## src/design/vab_regs.svh

```systemverilog
// constants for the viterbi add-compare-select butterfly unit
// assumes inclusion by bare name from the design package or module
`ifndef VAB_REGS_SVH
`define VAB_REGS_SVH
`define VAB_NUM_STATES 16
`define VAB_NUM_BFLY 8
`define VAB_HALF_W 16
`define VAB_HIST_W 16
`define VAB_FIFO_DEPTH 4
`define VAB_SIGN2_SPLIT 4
`endif

```

## src/design/vab_pkg.sv

```systemverilog
// types for the viterbi add-compare-select butterfly unit
// assumes vab_regs.svh is on the include path
`include "vab_regs.svh"
package vab_pkg;
  typedef enum logic [1:0] {
    VAB_OP_NONE,
    VAB_OP_FWD,
    VAB_OP_REV
  } vab_op_t;

  typedef struct packed {
    vab_op_t op;
    logic [2:0] idx;
    logic signed [`VAB_HALF_W-1:0] sd0;
    logic signed [`VAB_HALF_W-1:0] sd1;
    logic signed [`VAB_HALF_W-1:0] old_even;
    logic signed [`VAB_HALF_W-1:0] old_odd;
  } vab_req_t;

  typedef struct packed {
    logic [2:0] idx;
    logic signed [`VAB_HALF_W-1:0] new_lo;
    logic signed [`VAB_HALF_W-1:0] new_hi;
    logic flag_lo;
    logic flag_hi;
  } vab_res_t;
endpackage

```

## src/design/vab_unit.sv

```systemverilog
// viterbi acs butterfly datapath with result fifo
// assumes the sequencer drives requests synchronous to mclk
//
// Behaviour
// - Sixteen states are tracked per symbol interval as eight butterflies of two new metrics each.
// - Each new state metric is chosen between two candidates of branch metric plus an old path metric.
// - The branch metric is the first symbol times the first sign plus the second symbol times the second sign.
// - The first sign is +1 for even and -1 for odd index; the second equals it for 0-3 and negates it for 4-7.
// - The dual add-sub op forms old 2J plus metric and old 2J+1 minus metric for new state J.
// - The dual sub-add op forms old 2J minus metric and old 2J+1 plus metric for new state J+8.
// - Compare-select keeps the larger of the upper and lower halves as the new metric.
// - The 16-bit transition history is updated on every compare-select, except in a cycle where history_clear clears it instead.
// - Each compare-select shifts the history left one and loads bit 0 with the compare result flag.
`timescale 1ns/1ps
`include "vab_regs.svh"

////////////////////////////////////////////////////////////////////////////////
// ring buffer of results; full at DEPTH entries
// head data reads straight from the array, so it holds until popped
module vab_fifo #(
  parameter int WIDTH = 8,
  parameter int DEPTH = 4
) (
  input wire logic mclk,
  input wire logic rst_n,
  input wire logic in_valid,
  output logic in_ready,
  input wire logic [WIDTH-1:0] in_data,
  output logic out_valid,
  input wire logic out_ready,
  output logic [WIDTH-1:0] out_data
);
  localparam int AW = $clog2(DEPTH);
  logic [WIDTH-1:0] mem [DEPTH];
  logic [AW-1:0] wr_ptr;
  logic [AW-1:0] rd_ptr;
  logic [AW:0] count;
  wire push = in_valid && in_ready;
  wire pop = out_valid && out_ready;

  assign in_ready = count != (AW+1)'(DEPTH);
  assign out_valid = count != '0;
  assign out_data = mem[rd_ptr];

  always_ff @(posedge mclk)
  begin
    if (push)
      mem[wr_ptr] <= in_data;
  end

  always_ff @(posedge mclk)
  begin
    if (!rst_n)
    begin
      wr_ptr <= '0;
      rd_ptr <= '0;
      count <= '0;
    end
    else
    begin
      if (push)
        wr_ptr <= (wr_ptr == AW'(DEPTH - 1)) ? '0 : wr_ptr + 1'b1;
      if (pop)
        rd_ptr <= (rd_ptr == AW'(DEPTH - 1)) ? '0 : rd_ptr + 1'b1;
      count <= count + (AW+1)'(push) - (AW+1)'(pop);
    end
  end
endmodule

////////////////////////////////////////////////////////////////////////////////
// one lane of the split accumulator: W-bit add or subtract
// the carry out of the top bit is dropped here, so no lane disturbs its neighbour
module vab_half_addsub #(
  parameter int W = `VAB_HALF_W
) (
  input wire logic [W-1:0] a,
  input wire logic [W-1:0] b,
  input wire logic subtract,
  output logic [W-1:0] sum
);
  // subtract as a plus inverted b plus one, which keeps a single adder per lane
  wire [W:0] full = {1'b0, a} + {1'b0, subtract ? ~b : b} + (W+1)'(subtract);
  assign sum = full[W-1:0];
endmodule

////////////////////////////////////////////////////////////////////////////////
module vab_unit #(
  parameter int HALF_W = `VAB_HALF_W,
  parameter int HIST_W = `VAB_HIST_W,
  parameter int FIFO_DEPTH = `VAB_FIFO_DEPTH
) (
  input wire logic mclk,
  input wire logic rst_n,
  input wire logic req_valid,
  output logic req_ready,
  input wire vab_pkg::vab_req_t req,
  output logic res_valid,
  input wire logic res_ready,
  output vab_pkg::vab_res_t res,
  input wire logic history_clear,
  output logic [HIST_W-1:0] transition_history,
  output logic [3:0] bfly_count,
  output logic interval_done
);
  typedef logic signed [HALF_W-1:0] half_t;

  // branch metric from soft symbols and code signs
  wire neg_first = req.idx[0];
  wire neg_second = req.idx[0] ^ (req.idx >= 3'(`VAB_SIGN2_SPLIT));
  wire half_t term0 = neg_first ? -req.sd0 : req.sd0;
  wire half_t term1 = neg_second ? -req.sd1 : req.sd1;
  wire half_t branch_metric = half_t'(term0 + term1);

  // variants swap which accumulator gets which op; the two results are identical
  wire is_fwd = req.op == vab_pkg::VAB_OP_FWD;
  // dual mode: each lane is its own HALF_W adder, so carries stop at the split
  half_t acc_a_hi;
  half_t acc_a_lo;
  half_t acc_b_hi;
  half_t acc_b_lo;

  vab_half_addsub #(
    .W(HALF_W)
  ) acc_a_hi_i (
    .a(req.old_even),
    .b(branch_metric),
    .subtract(!is_fwd),
    .sum(acc_a_hi)
  );

  vab_half_addsub #(
    .W(HALF_W)
  ) acc_a_lo_i (
    .a(req.old_odd),
    .b(branch_metric),
    .subtract(is_fwd),
    .sum(acc_a_lo)
  );

  vab_half_addsub #(
    .W(HALF_W)
  ) acc_b_hi_i (
    .a(req.old_even),
    .b(branch_metric),
    .subtract(is_fwd),
    .sum(acc_b_hi)
  );

  vab_half_addsub #(
    .W(HALF_W)
  ) acc_b_lo_i (
    .a(req.old_odd),
    .b(branch_metric),
    .subtract(!is_fwd),
    .sum(acc_b_lo)
  );
  // new J uses add-sub pair, new J+8 the sub-add pair
  wire half_t j_hi = is_fwd ? acc_a_hi : acc_b_hi;
  wire half_t j_lo = is_fwd ? acc_a_lo : acc_b_lo;
  wire half_t j8_hi = is_fwd ? acc_b_hi : acc_a_hi;
  wire half_t j8_lo = is_fwd ? acc_b_lo : acc_a_lo;

  // compare result flag set when the lower half wins
  wire flag_j = j_lo > j_hi;
  wire flag_j8 = j8_lo > j8_hi;
  wire half_t sel_j = flag_j ? j_lo : j_hi;
  wire half_t sel_j8 = flag_j8 ? j8_lo : j8_hi;

  // op none is taken but leaves no trace, so idle slots cost nothing
  wire fifo_in_ready;
  wire op_valid = req.op != vab_pkg::VAB_OP_NONE;
  wire fire = req_valid && fifo_in_ready;
  wire do_bfly = fire && op_valid;
  assign req_ready = fifo_in_ready;

  vab_pkg::vab_res_t fifo_in;
  assign fifo_in = '{
    idx: req.idx,
    new_lo: sel_j,
    new_hi: sel_j8,
    flag_lo: flag_j,
    flag_hi: flag_j8
  };

  ////////////////////////////////////////////////////////////////////////////
  // two compare-selects per butterfly: J first, then J+8
  wire [HIST_W-1:0] next_history = {transition_history[HIST_W-3:0], flag_j, flag_j8};
  wire last_bfly = bfly_count == 4'(`VAB_NUM_BFLY - 1);

  // clear beats a same-cycle butterfly so a fresh interval starts clean
  always_ff @(posedge mclk)
  begin
    if (!rst_n || history_clear)
      transition_history <= '0;
    else if (do_bfly)
      transition_history <= next_history;
  end

  always_ff @(posedge mclk)
  begin
    if (!rst_n)
    begin
      bfly_count <= '0;
      interval_done <= 1'b0;
    end
    else
    begin
      // one-cycle pulse; the sequencer saves the history on it
      interval_done <= do_bfly && last_bfly;
      if (do_bfly)
        bfly_count <= last_bfly ? 4'h0 : bfly_count + 4'h1;
    end
  end

  // results wait here so the consumer can stall without losing butterflies
  vab_fifo #(
    .WIDTH($bits(vab_pkg::vab_res_t)),
    .DEPTH(FIFO_DEPTH)
  ) vab_fifo_i (
    .mclk(mclk),
    .rst_n(rst_n),
    .in_valid(do_bfly),
    .in_ready(fifo_in_ready),
    .in_data(fifo_in),
    .out_valid(res_valid),
    .out_ready(res_ready),
    .out_data(res)
  );
endmodule

```

## config.mk

```make
export PLATFORM = sky130hd
export DESIGN_NAME = vab_unit
export DESIGN_NICKNAME = d
export VERILOG_FILES = /design/src/design/vab_pkg.sv /design/src/design/vab_unit.sv
export VERILOG_INCLUDE_DIRS = /design/src /design/src/design
export SDC_FILE = /design/constraint.sdc
export NUM_CORES = 1
export LEC_CHECK = 0
export BUFFER_PORTS_ARGS = -buffer_cell sky130_fd_sc_hd__buf_2
export CAP_MARGIN = 25
export CORE_AREA = 2 2 136 171
export DETAILED_ROUTE_END_ITERATION = 8
export DIE_AREA = 0 0 138 173
export GPL_TIMING_DRIVEN = 0
export PLACE_DENSITY = 0.77
export SLEW_MARGIN = 15
export SYNTH_ARGS = -nofsm -noshare
export SYNTH_HDL_FRONTEND = slang
export SYNTH_SLANG_ARGS = --single-unit
export TNS_END_PERCENT = 50
```

## constraint.sdc

```tcl
create_clock -name mclk -period 8.6 [get_ports mclk]
set_input_delay 1.29 -clock mclk [delete_from_list [all_inputs] [get_ports mclk]]
set_output_delay 1.29 -clock mclk [all_outputs]
set_load 0.005 [all_outputs]
```

==> results.txt, run 1 <==
- The flow ran to the end, and the final reports show no timing, DRC or antenna violations.
* Filler cell count: 1713
- Top fanout value on the critical path: 13
* Commonest cells after routing, fill and taps aside: edfxtp_1 (148), buf_2 (132), ha_1 (123)
* Required time reported for the critical path endpoint: about 9 ns
- Maximum number of pins on one net before global-route repair: 28
- # port buffers: 132
* Antenna viol nets, final: 0
- CP max stage cell: fa_1
- From synthesis to final layout, the design area changed by 14.9%.
- The initial utilization of the core area, before any placement, comes to 0.566.
- Fin crit share: 0.958
- The number of buffers and inverters on the critical path is 6.
* F_max: approximately 120 MHz
* Length in cells of the worst reg-to-reg path: 11
* Setup Viol. Count Final: 0
* Commonest non-fill, non-tap cell in the layout: edfxtp_1
* Nets@finish: around 1500
- No sink is reached through more buffers than the 2 on the longest clock path.
- Clock tree skew after final layout: 0.00792 ns
- The clock reaches the later pin of the worst-skew pair after about 0.42 ns.
* Clock root buffer master: clkbuf_16
* Worst slew margin relative to its limit: 0.379
- Type of the worst setup path: in -> reg
- # diodes: 0
- In the final routed layout, each cell accounts on average for 19.2 um.
* Type of element launching the critical path: input port
- Hold Violations, Final: 0
- Summing every instance area after synthesis gives roughly 13000 um^2.
- The die covers between 20000 and 25000 um^2.
- Critical path data arrival time: about 8.4 ns
- Post-DR vias/cell: 5.94
- The kind of cell with the highest combined delay along the critical path is compound AO/OA/AOI/OAI gates.
- Global routing finished with a remaining overflow of 0.
* Placer's final routability congestion estimate: around 0.93
- TritonRoute pass-1 iters: 5
* Global-route wire length before repair: around 49000 um
- Detailed-placement wirelength estimate: about 24000 um
* Detailed-route DRC error count: 0
- Minimum clock period: 8.24 ns
- In this run, synthesis inferred approximately 150 flip-flops with an integrated enable.
* Part of the Yosys area used for sequential elements: 0.403
- The core region is 22100 um^2.
* H-Tree Depth: 4
- TritonCTS built the clock tree.
* Post-Synthesis Mean Instance Area: between 10 and 15 um^2
* Count of placed standard cells including taps: about 1600
- Counting instances, the worst hold path has a depth of 2.
- Buffers inserted to repair hold after CTS numbered 0.
- The tightest min-delay check is of the reg -> reg type.
- Total number of cells along the worst setup path: 32
- Vias in the first global route: 9891
- Chip height: roughly 170 um
- For this run, the leading register cell type out of synthesis is edfxtp_1.
- The number of antenna violations at the first check in global routing was 0.
* Num CTS Buffers: 17
* Most used cell, CP: a21oi_1
* Placement Rows: 61
* Distinct cell type count of the synthesized netlist: 60
- The largest single stage delay on the critical path is between 0.4 and 0.5 ns.
- Final core utilization: 0.651
* Number of I/O pins: around 130
* Via Count: roughly 9700
* Synthesized Nets: 1379
- Final TNS setup: 0 ns
* Sink Count: about 180
- Overall fraction of global-route tracks in use: 0.259
* Worst-margin pin slew: roughly 0.93 ns
* Category of the worst setup path capture point: flop
- Number of register bits inferred by synthesis: 178
- Synth async-reset ratio: 0
* Max Transition Viols Final: 0
- Share of final-layout standard cells stronger than drive strength 1: 0.190
* Die width: 138 um
* Non-Filler Instances: 1629
* Yosys Warn Count: 0
- Detailed Route Iter0 Violations: between 500 and 600
- After routing the design area is between 10000 and 15000 um^2.
- Once placement finished, the instance area stood at approximately 14000 um^2.
- Summed over all layers, the routed wires come to ~31000 um.
* Max capacitance violation total: 0
- After clock tree synthesis, the clock-pin slew on the worst setup and hold paths is 0.07 ns.
* Cell count after synthesis: between 1000 and 1500
==> cell usage after synthesis (all sizes together), types with 3 or more instances <==
cell | count | area (um^2)
nor3 | 17 | 85.1
o21ai | 59 | 295
nand3 | 17 | 85.1
nor3b | 3 | 27.5
nand4 | 6 | 37.5
o21bai | 8 | 60.1
dfxtp | 30 | 601
ha | 123 | 1540
fa | 6 | 120
and3 | 7 | 43.8
nand2 | 116 | 435
edfxtp | 148 | 4440
mux2i | 40 | 400
nand3b | 3 | 22.5
o22ai | 4 | 25.0
buf | 5 | 18.8
or4 | 4 | 33.8
a31oi | 11 | 68.8
o41ai | 3 | 26.3
o21a | 14 | 105
a21boi | 6 | 45.0
nand2b | 17 | 106
xnor2 | 86 | 753
inv | 62 | 233
a211oi | 12 | 90.1
a21o | 30 | 225
and2 | 9 | 56.3
or2 | 6 | 37.5
a211o | 4 | 35.0
clkbuf | 31 | 116
o31ai | 12 | 104
nor4 | 4 | 25.0
a221oi | 3 | 26.3
o211ai | 6 | 45.0
mux2 | 4 | 45.0
xor2 | 32 | 280
or3 | 8 | 60.1
a21oi | 77 | 385
nor2b | 21 | 131
mux4 | 37 | 833
nor2 | 65 | 244
==> flip-flops by register name, indices dropped and copies added (netlist names), named ones only <==
| register | count |
|---|---|
| transition_history | 16 |
| vab_fifo_i.rd_ptr | 2 |
| vab_fifo_i.mem | 148 |
| vab_fifo_i.wr_ptr | 2 |
| vab_fifo_i.count | 3 |
| interval_done | 1 |
| bfly_count | 4 |
==> area by class of cell <==
type	instances	area, um^2	share of cell area
Buffer	35	146	0.0102
Clock buffer	18	439	0.0305
Clock inverter	14	159	0.0110
Inverter	62	233	0.0162
Multi-Input combinational cell	900	7260	0.504
Sequential cell	178	5040	0.350
Tap cell	283	354	0.0246
Timing Repair Buffer	139	766	0.0532
==> repair_timing <==
action / in CTS / in global routing
gates cloned: 0 / 0
setup endpoints to repair: 138 / 129
buffers inserted: 3 / 0
resized for setup: 11 / 38
endpoints found under the hold margin: 0 / 0
==> layer usage <==
metal / share of wire / track usage
met5: 0 / 0
met4: 0.033 / 0.110
met3: 0.043 / 0.0377
met2: 0.53 / 0.483
met1: 0.39 / 0.294
==> cell families (layout without fill, tap and decap cells) <==
group | after synthesis | in the layout | synth area share
mux | 81 | 81 | 0.102
flops | 178 | 178 | 0.403
buf+inv | 98 | 268 | 0.0293
simple gates | 305 | 305 | 0.116
xor+xnor | 118 | 118 | 0.0825
fa+ha+maj | 129 | 129 | 0.132
compound gates | 267 | 267 | 0.136
==> through the flow <==
| stage | setup WS (ns) | hold WS [ns] |
|---|---|---|
| CTS | 0.0663 | 0.455 |
| floorplan | 0.827 | 0.453 |
| global route | -0.109 | 0.484 |
| finish | 0.358 | 0.453 |
| detailed placement | -1.67 | 0.446 |
| global placement | -1.46 | 0.437 |
==> worst paths after layout <==
check / from / endpoint / slack (ns)
min: transition_history[14] / transition_history[14] / 0.45
max: req[64] / vab_fifo_i.mem[3][23] / 0.36
max reg2reg: vab_fifo_i.count[1] / vab_fifo_i.count[2] / 6.18
min reg2reg: transition_history[14] / transition_history[14] / 0.45
==> tightest hold or removal path, delay by kind of cell (launching register included) <==
kind | cells | cell delay [ns]
flops | 1 | 0.31
compound gates | 1 | 0.05
simple gates | 1 | 0.05
Power of run 1 is left out: the tool's default activity adds up to more than one toggle a clock period on the data nets, which glitch-free logic cannot reach.
==> run 2: changes to the inputs <==
--- a/config.mk
+++ b/config.mk
@@ -6,13 +6,14 @@
 export SDC_FILE = /design/constraint.sdc
 export NUM_CORES = 1
 export LEC_CHECK = 0
+export ABC_AREA = 1
 export BUFFER_PORTS_ARGS = -buffer_cell sky130_fd_sc_hd__buf_2
 export CAP_MARGIN = 25
-export CORE_AREA = 2 2 136 171
+export CORE_AREA = 2 2 140 176
 export DETAILED_ROUTE_END_ITERATION = 8
-export DIE_AREA = 0 0 138 173
+export DIE_AREA = 0 0 142 178
 export GPL_TIMING_DRIVEN = 0
-export PLACE_DENSITY = 0.77
+export PLACE_DENSITY = 0.76
 export SLEW_MARGIN = 15
 export SYNTH_ARGS = -nofsm -noshare
 export SYNTH_HDL_FRONTEND = slang
==> run 2 against run 1 <==
Against the previous run:
- clock skew shrank 0.0041 ns
- area after synthesis increased by 5.8%
- largest cell class unchanged
- final cell count is 29% higher
- via count is 25% higher
- global-route usage increased by 5.2 points
- critical path type unchanged
- first-iteration DRC count is 51% higher
==> results.txt, run 2 <==
- Clock edge transition at the registers on the reported setup and hold paths: 0.07 ns
* Top flip-flop cell by instance count after synthesis: edfxtp_1
* Maximum buffer depth of the clock tree: 2
- The via count of the first global-routing pass is around 12000.
* Post-synth EDFFs: 148
- Area of the mapped netlist: 13300 um^2
- Before CTS, the worst setup slack after placement is roughly 0.0039 ns.
- RSZ-0062 raised after global routing: no
- In this run the worst hold path is classified as reg -> reg.
* Register with the most flip-flops: vab_fifo_i.mem
- Measured against the total synthesized area, the mux share comes to 0.00302.
* Cell accounting for the most synthesized area: edfxtp_1
- Fin crit share: 0.930
- Die Area: 25300 um^2
- Setup violations remaining at the end of the flow were counted as 0.
- Nets@finish: approximately 2000
- Derived from the worst setup path, the maximum achievable clock frequency is 125 MHz.
* Clock tree skew after final layout: approximately 0.0038 ns
- Distinct cell type count of the synthesized netlist: 50
- Counting flops with an async set or reset pin after synthesis yields a share of 0.
- The worst path meets setup with roughly 0.6 ns of slack.
- The count of pins over their slew limit is 0.
* Largest register FFs: 148
- Fraction of the mapped netlist area in adder cells: 0.125
- Delay of the slowest cell on the worst path: approximately 0.54 ns
- CP max stage cell: xor2_1
* Cell with the most instances after synthesis: nand2_1
* Chip height: about 180 um
- Sorting the synthesized cells by area gives the leading types as edfxtp_1 (34%), ha_1 (12%), nand2_1 (8.7%).
* Dominant combinational cell family by area after synthesis: simple AND/OR/NAND/NOR gates
* # diodes: 0
- Of the cells placed in the final design, the portion with a size suffix greater than 1 is 0.120.
- Cell count after synthesis: 1647
* Commonest cells after routing, fill and taps aside: nand2_1 (308), nor2_1 (171), o21ai_0 (169)
- Filler cell count: 2057
- Num CTS Buffers: 17
- For this run, the register share of the synthesized area comes to 0.381.
- Synthesis produced a netlist with a net count of around 1900.
- Detailed-route DRC error count: 0
- Yosys Warn Count: 0
- Core area: about 24000 um^2
- Detailed-placement wirelength estimate: about 31000 um
* Max capacitance violation total: 0
- The run finished with clean final reports.
- Antenna viol nets, final: 0
- The first global-routing pass estimated 60000 um of wire.
* Placer's final routability congestion estimate: slightly below 1
- In the final layout, the registers with the most flip-flops are vab_fifo_i.mem x148, transition_history x16, bfly_count x4.
- For the final routed database, the setup TNS stands at 0 ns.
- Of the total synthesized cell area, the portion taken by AND, OR, NAND and NOR gates is 0.207.
- Data on the critical path is required at its endpoint by just under 9 ns.
* Antenna violations before repair: 0
- Routed Wire Length: about 39000 um
- Category of the worst setup path capture point: flop
* Type of element launching the critical path: input port
- The fraction of the mapped netlist area in compound gates came to 0.159.
* Overall overflow remaining after global route: 0
- Worst-margin pin slew: approximately 0.8 ns
- Sink Count: approximately 180
- Share of the synthesized netlist area taken by xor and xnor gates: 0.0588
- In the routed layout, each cell is associated on average with a via count of ~5.7.
- In the global route stage, overall resource usage came out at 0.311.
* Routed WL per cell: between 15 and 20 um
- Number of register bits inferred by synthesis: between 150 and 200
- Maximum number of pins on one net before global-route repair: 24
- The clock reaches the later pin of the worst-skew pair after between 0.4 and 0.5 ns.
- CTS built an H-tree with a depth of 4.
- Minimum clock period: 8.00 ns
- Clock root buffer master: clkbuf_16
* Post-Synthesis Mean Instance Area: about 8.0 um^2
* Commonest non-fill, non-tap cell in the layout: nand2_1
- # port buffers: roughly 130
* Type of the worst setup path: in -> reg
- Number of buffers inserted for hold repair after clock tree synthesis: 0
* Number of I/O pins: 134
- For this configuration, the core starts out at a cell density of 0.562.
* Area growth syn-to-layout: 13.3%
* Hold Violations, Final: 0
- TritonCTS built the clock tree.
- Most used cell, CP: nand2_1
- The floorplan step set the die width to ~140 um.
* Worst slew margin relative to its limit: 0.471
- Via Count: between 10000 and 15000
* TritonRoute pass-1 iters: 5
* Detailed Route Iter0 Violations: between 800 and 900
* Placement Rows: 63
- Leading post-synthesis cells by instance count: nand2_1 (308), o21ai_0 (176), nor2_1 (175)
* Critical path data arrival time: between 8 and 9 ns
- Fraction of post-synthesis cell area in the top cell type by area: 0.335
- Of all nets on the critical path, the largest fanout is 11.
run 2: cell count changes in the layout (fill, tap and decap cells not counted), sizes merged, moves of 21 or more:
cell   delta
a21o     -28
a21oi    +23
inv      +98
mux2i    -36
mux4     -37
nand2   +199
nand3    +84
nor2    +110
nor2b    -21
o21ai   +140
o22ai    +34
xnor2    -46
run 2: path summary, 6_finish.rpt:
path,startpoint,end,slack [ns],cells after the start
worst max-delay path,req[64],vab_fifo_i.mem[2][5],0.60,32
worst min-delay path,transition_history[14],transition_history[14],0.48,2
worst max register to register,vab_fifo_i.count[1],vab_fifo_i.count[2],6.16,11
worst min register to register,transition_history[14],transition_history[14],0.48,2
run 2: stage by stage:
step,hold slack (ns),util,std cells,area (um^2)
finish,0.482,0.637,2107,15000
global route,0.505,0.637,2107,15000
CTS,0.485,0.636,2107,15000
detailed placement,0.471,0.612,2075,14400
global placement,0.459,0.606,2071,14300
floorplan,0.466,-,1647,13300
run 2: repair_timing:
item                                    CTS  global route
endpoints found under the hold margin     0             0
buffers inserted                          0             0
resized for setup                         0            10
endpoints found under the setup margin    0            44
run 2: layout make-up:
class | count | area, um^2 | area share
plain buffers | 49 | 246 | 0.0164
clock buffers | 17 | 425 | 0.0283
clock inverters | 15 | 155 | 0.0103
inverters | 167 | 634 | 0.0423
multi-input cells | 1253 | 7380 | 0.491
flip-flops and latches | 178 | 5040 | 0.336
well taps | 292 | 365 | 0.0243
repair buffers | 136 | 763 | 0.0508
run 2: logic make-up (layout without fill, tap and decap cells):
group / count (synthesis) / in the layout
AO/OA/AOI/OAI: 381 / 381
flip-flops: 178 / 178
buffers and inverters: 216 / 384
multiplexers: 4 / 4
AND/OR/NAND/NOR: 650 / 650
adder cells (fa/ha/maj): 129 / 129
XOR/XNOR: 89 / 89
run 2: routing by layer:
| metal | track usage | part of all wire |
|---|---|---|
| met5 | 0 | 0 |
| met3 | 0.0301 | 0.040 |
| met4 | 0.163 | 0.052 |
| met1 | 0.365 | 0.40 |
| met2 | 0.562 | 0.50 |
run 2: worst max-delay path: cells and delay by family:
kind | cells | cell delay [ns]
AO/OA/AOI/OAI | 9 | 2.03
adder cells (fa/ha/maj) | 3 | 1.20
AND/OR/NAND/NOR | 10 | 1.20
XOR/XNOR | 3 | 1.17
buffers and inverters | 7 | 1.24
Power of run 2 is left out for the same reason.
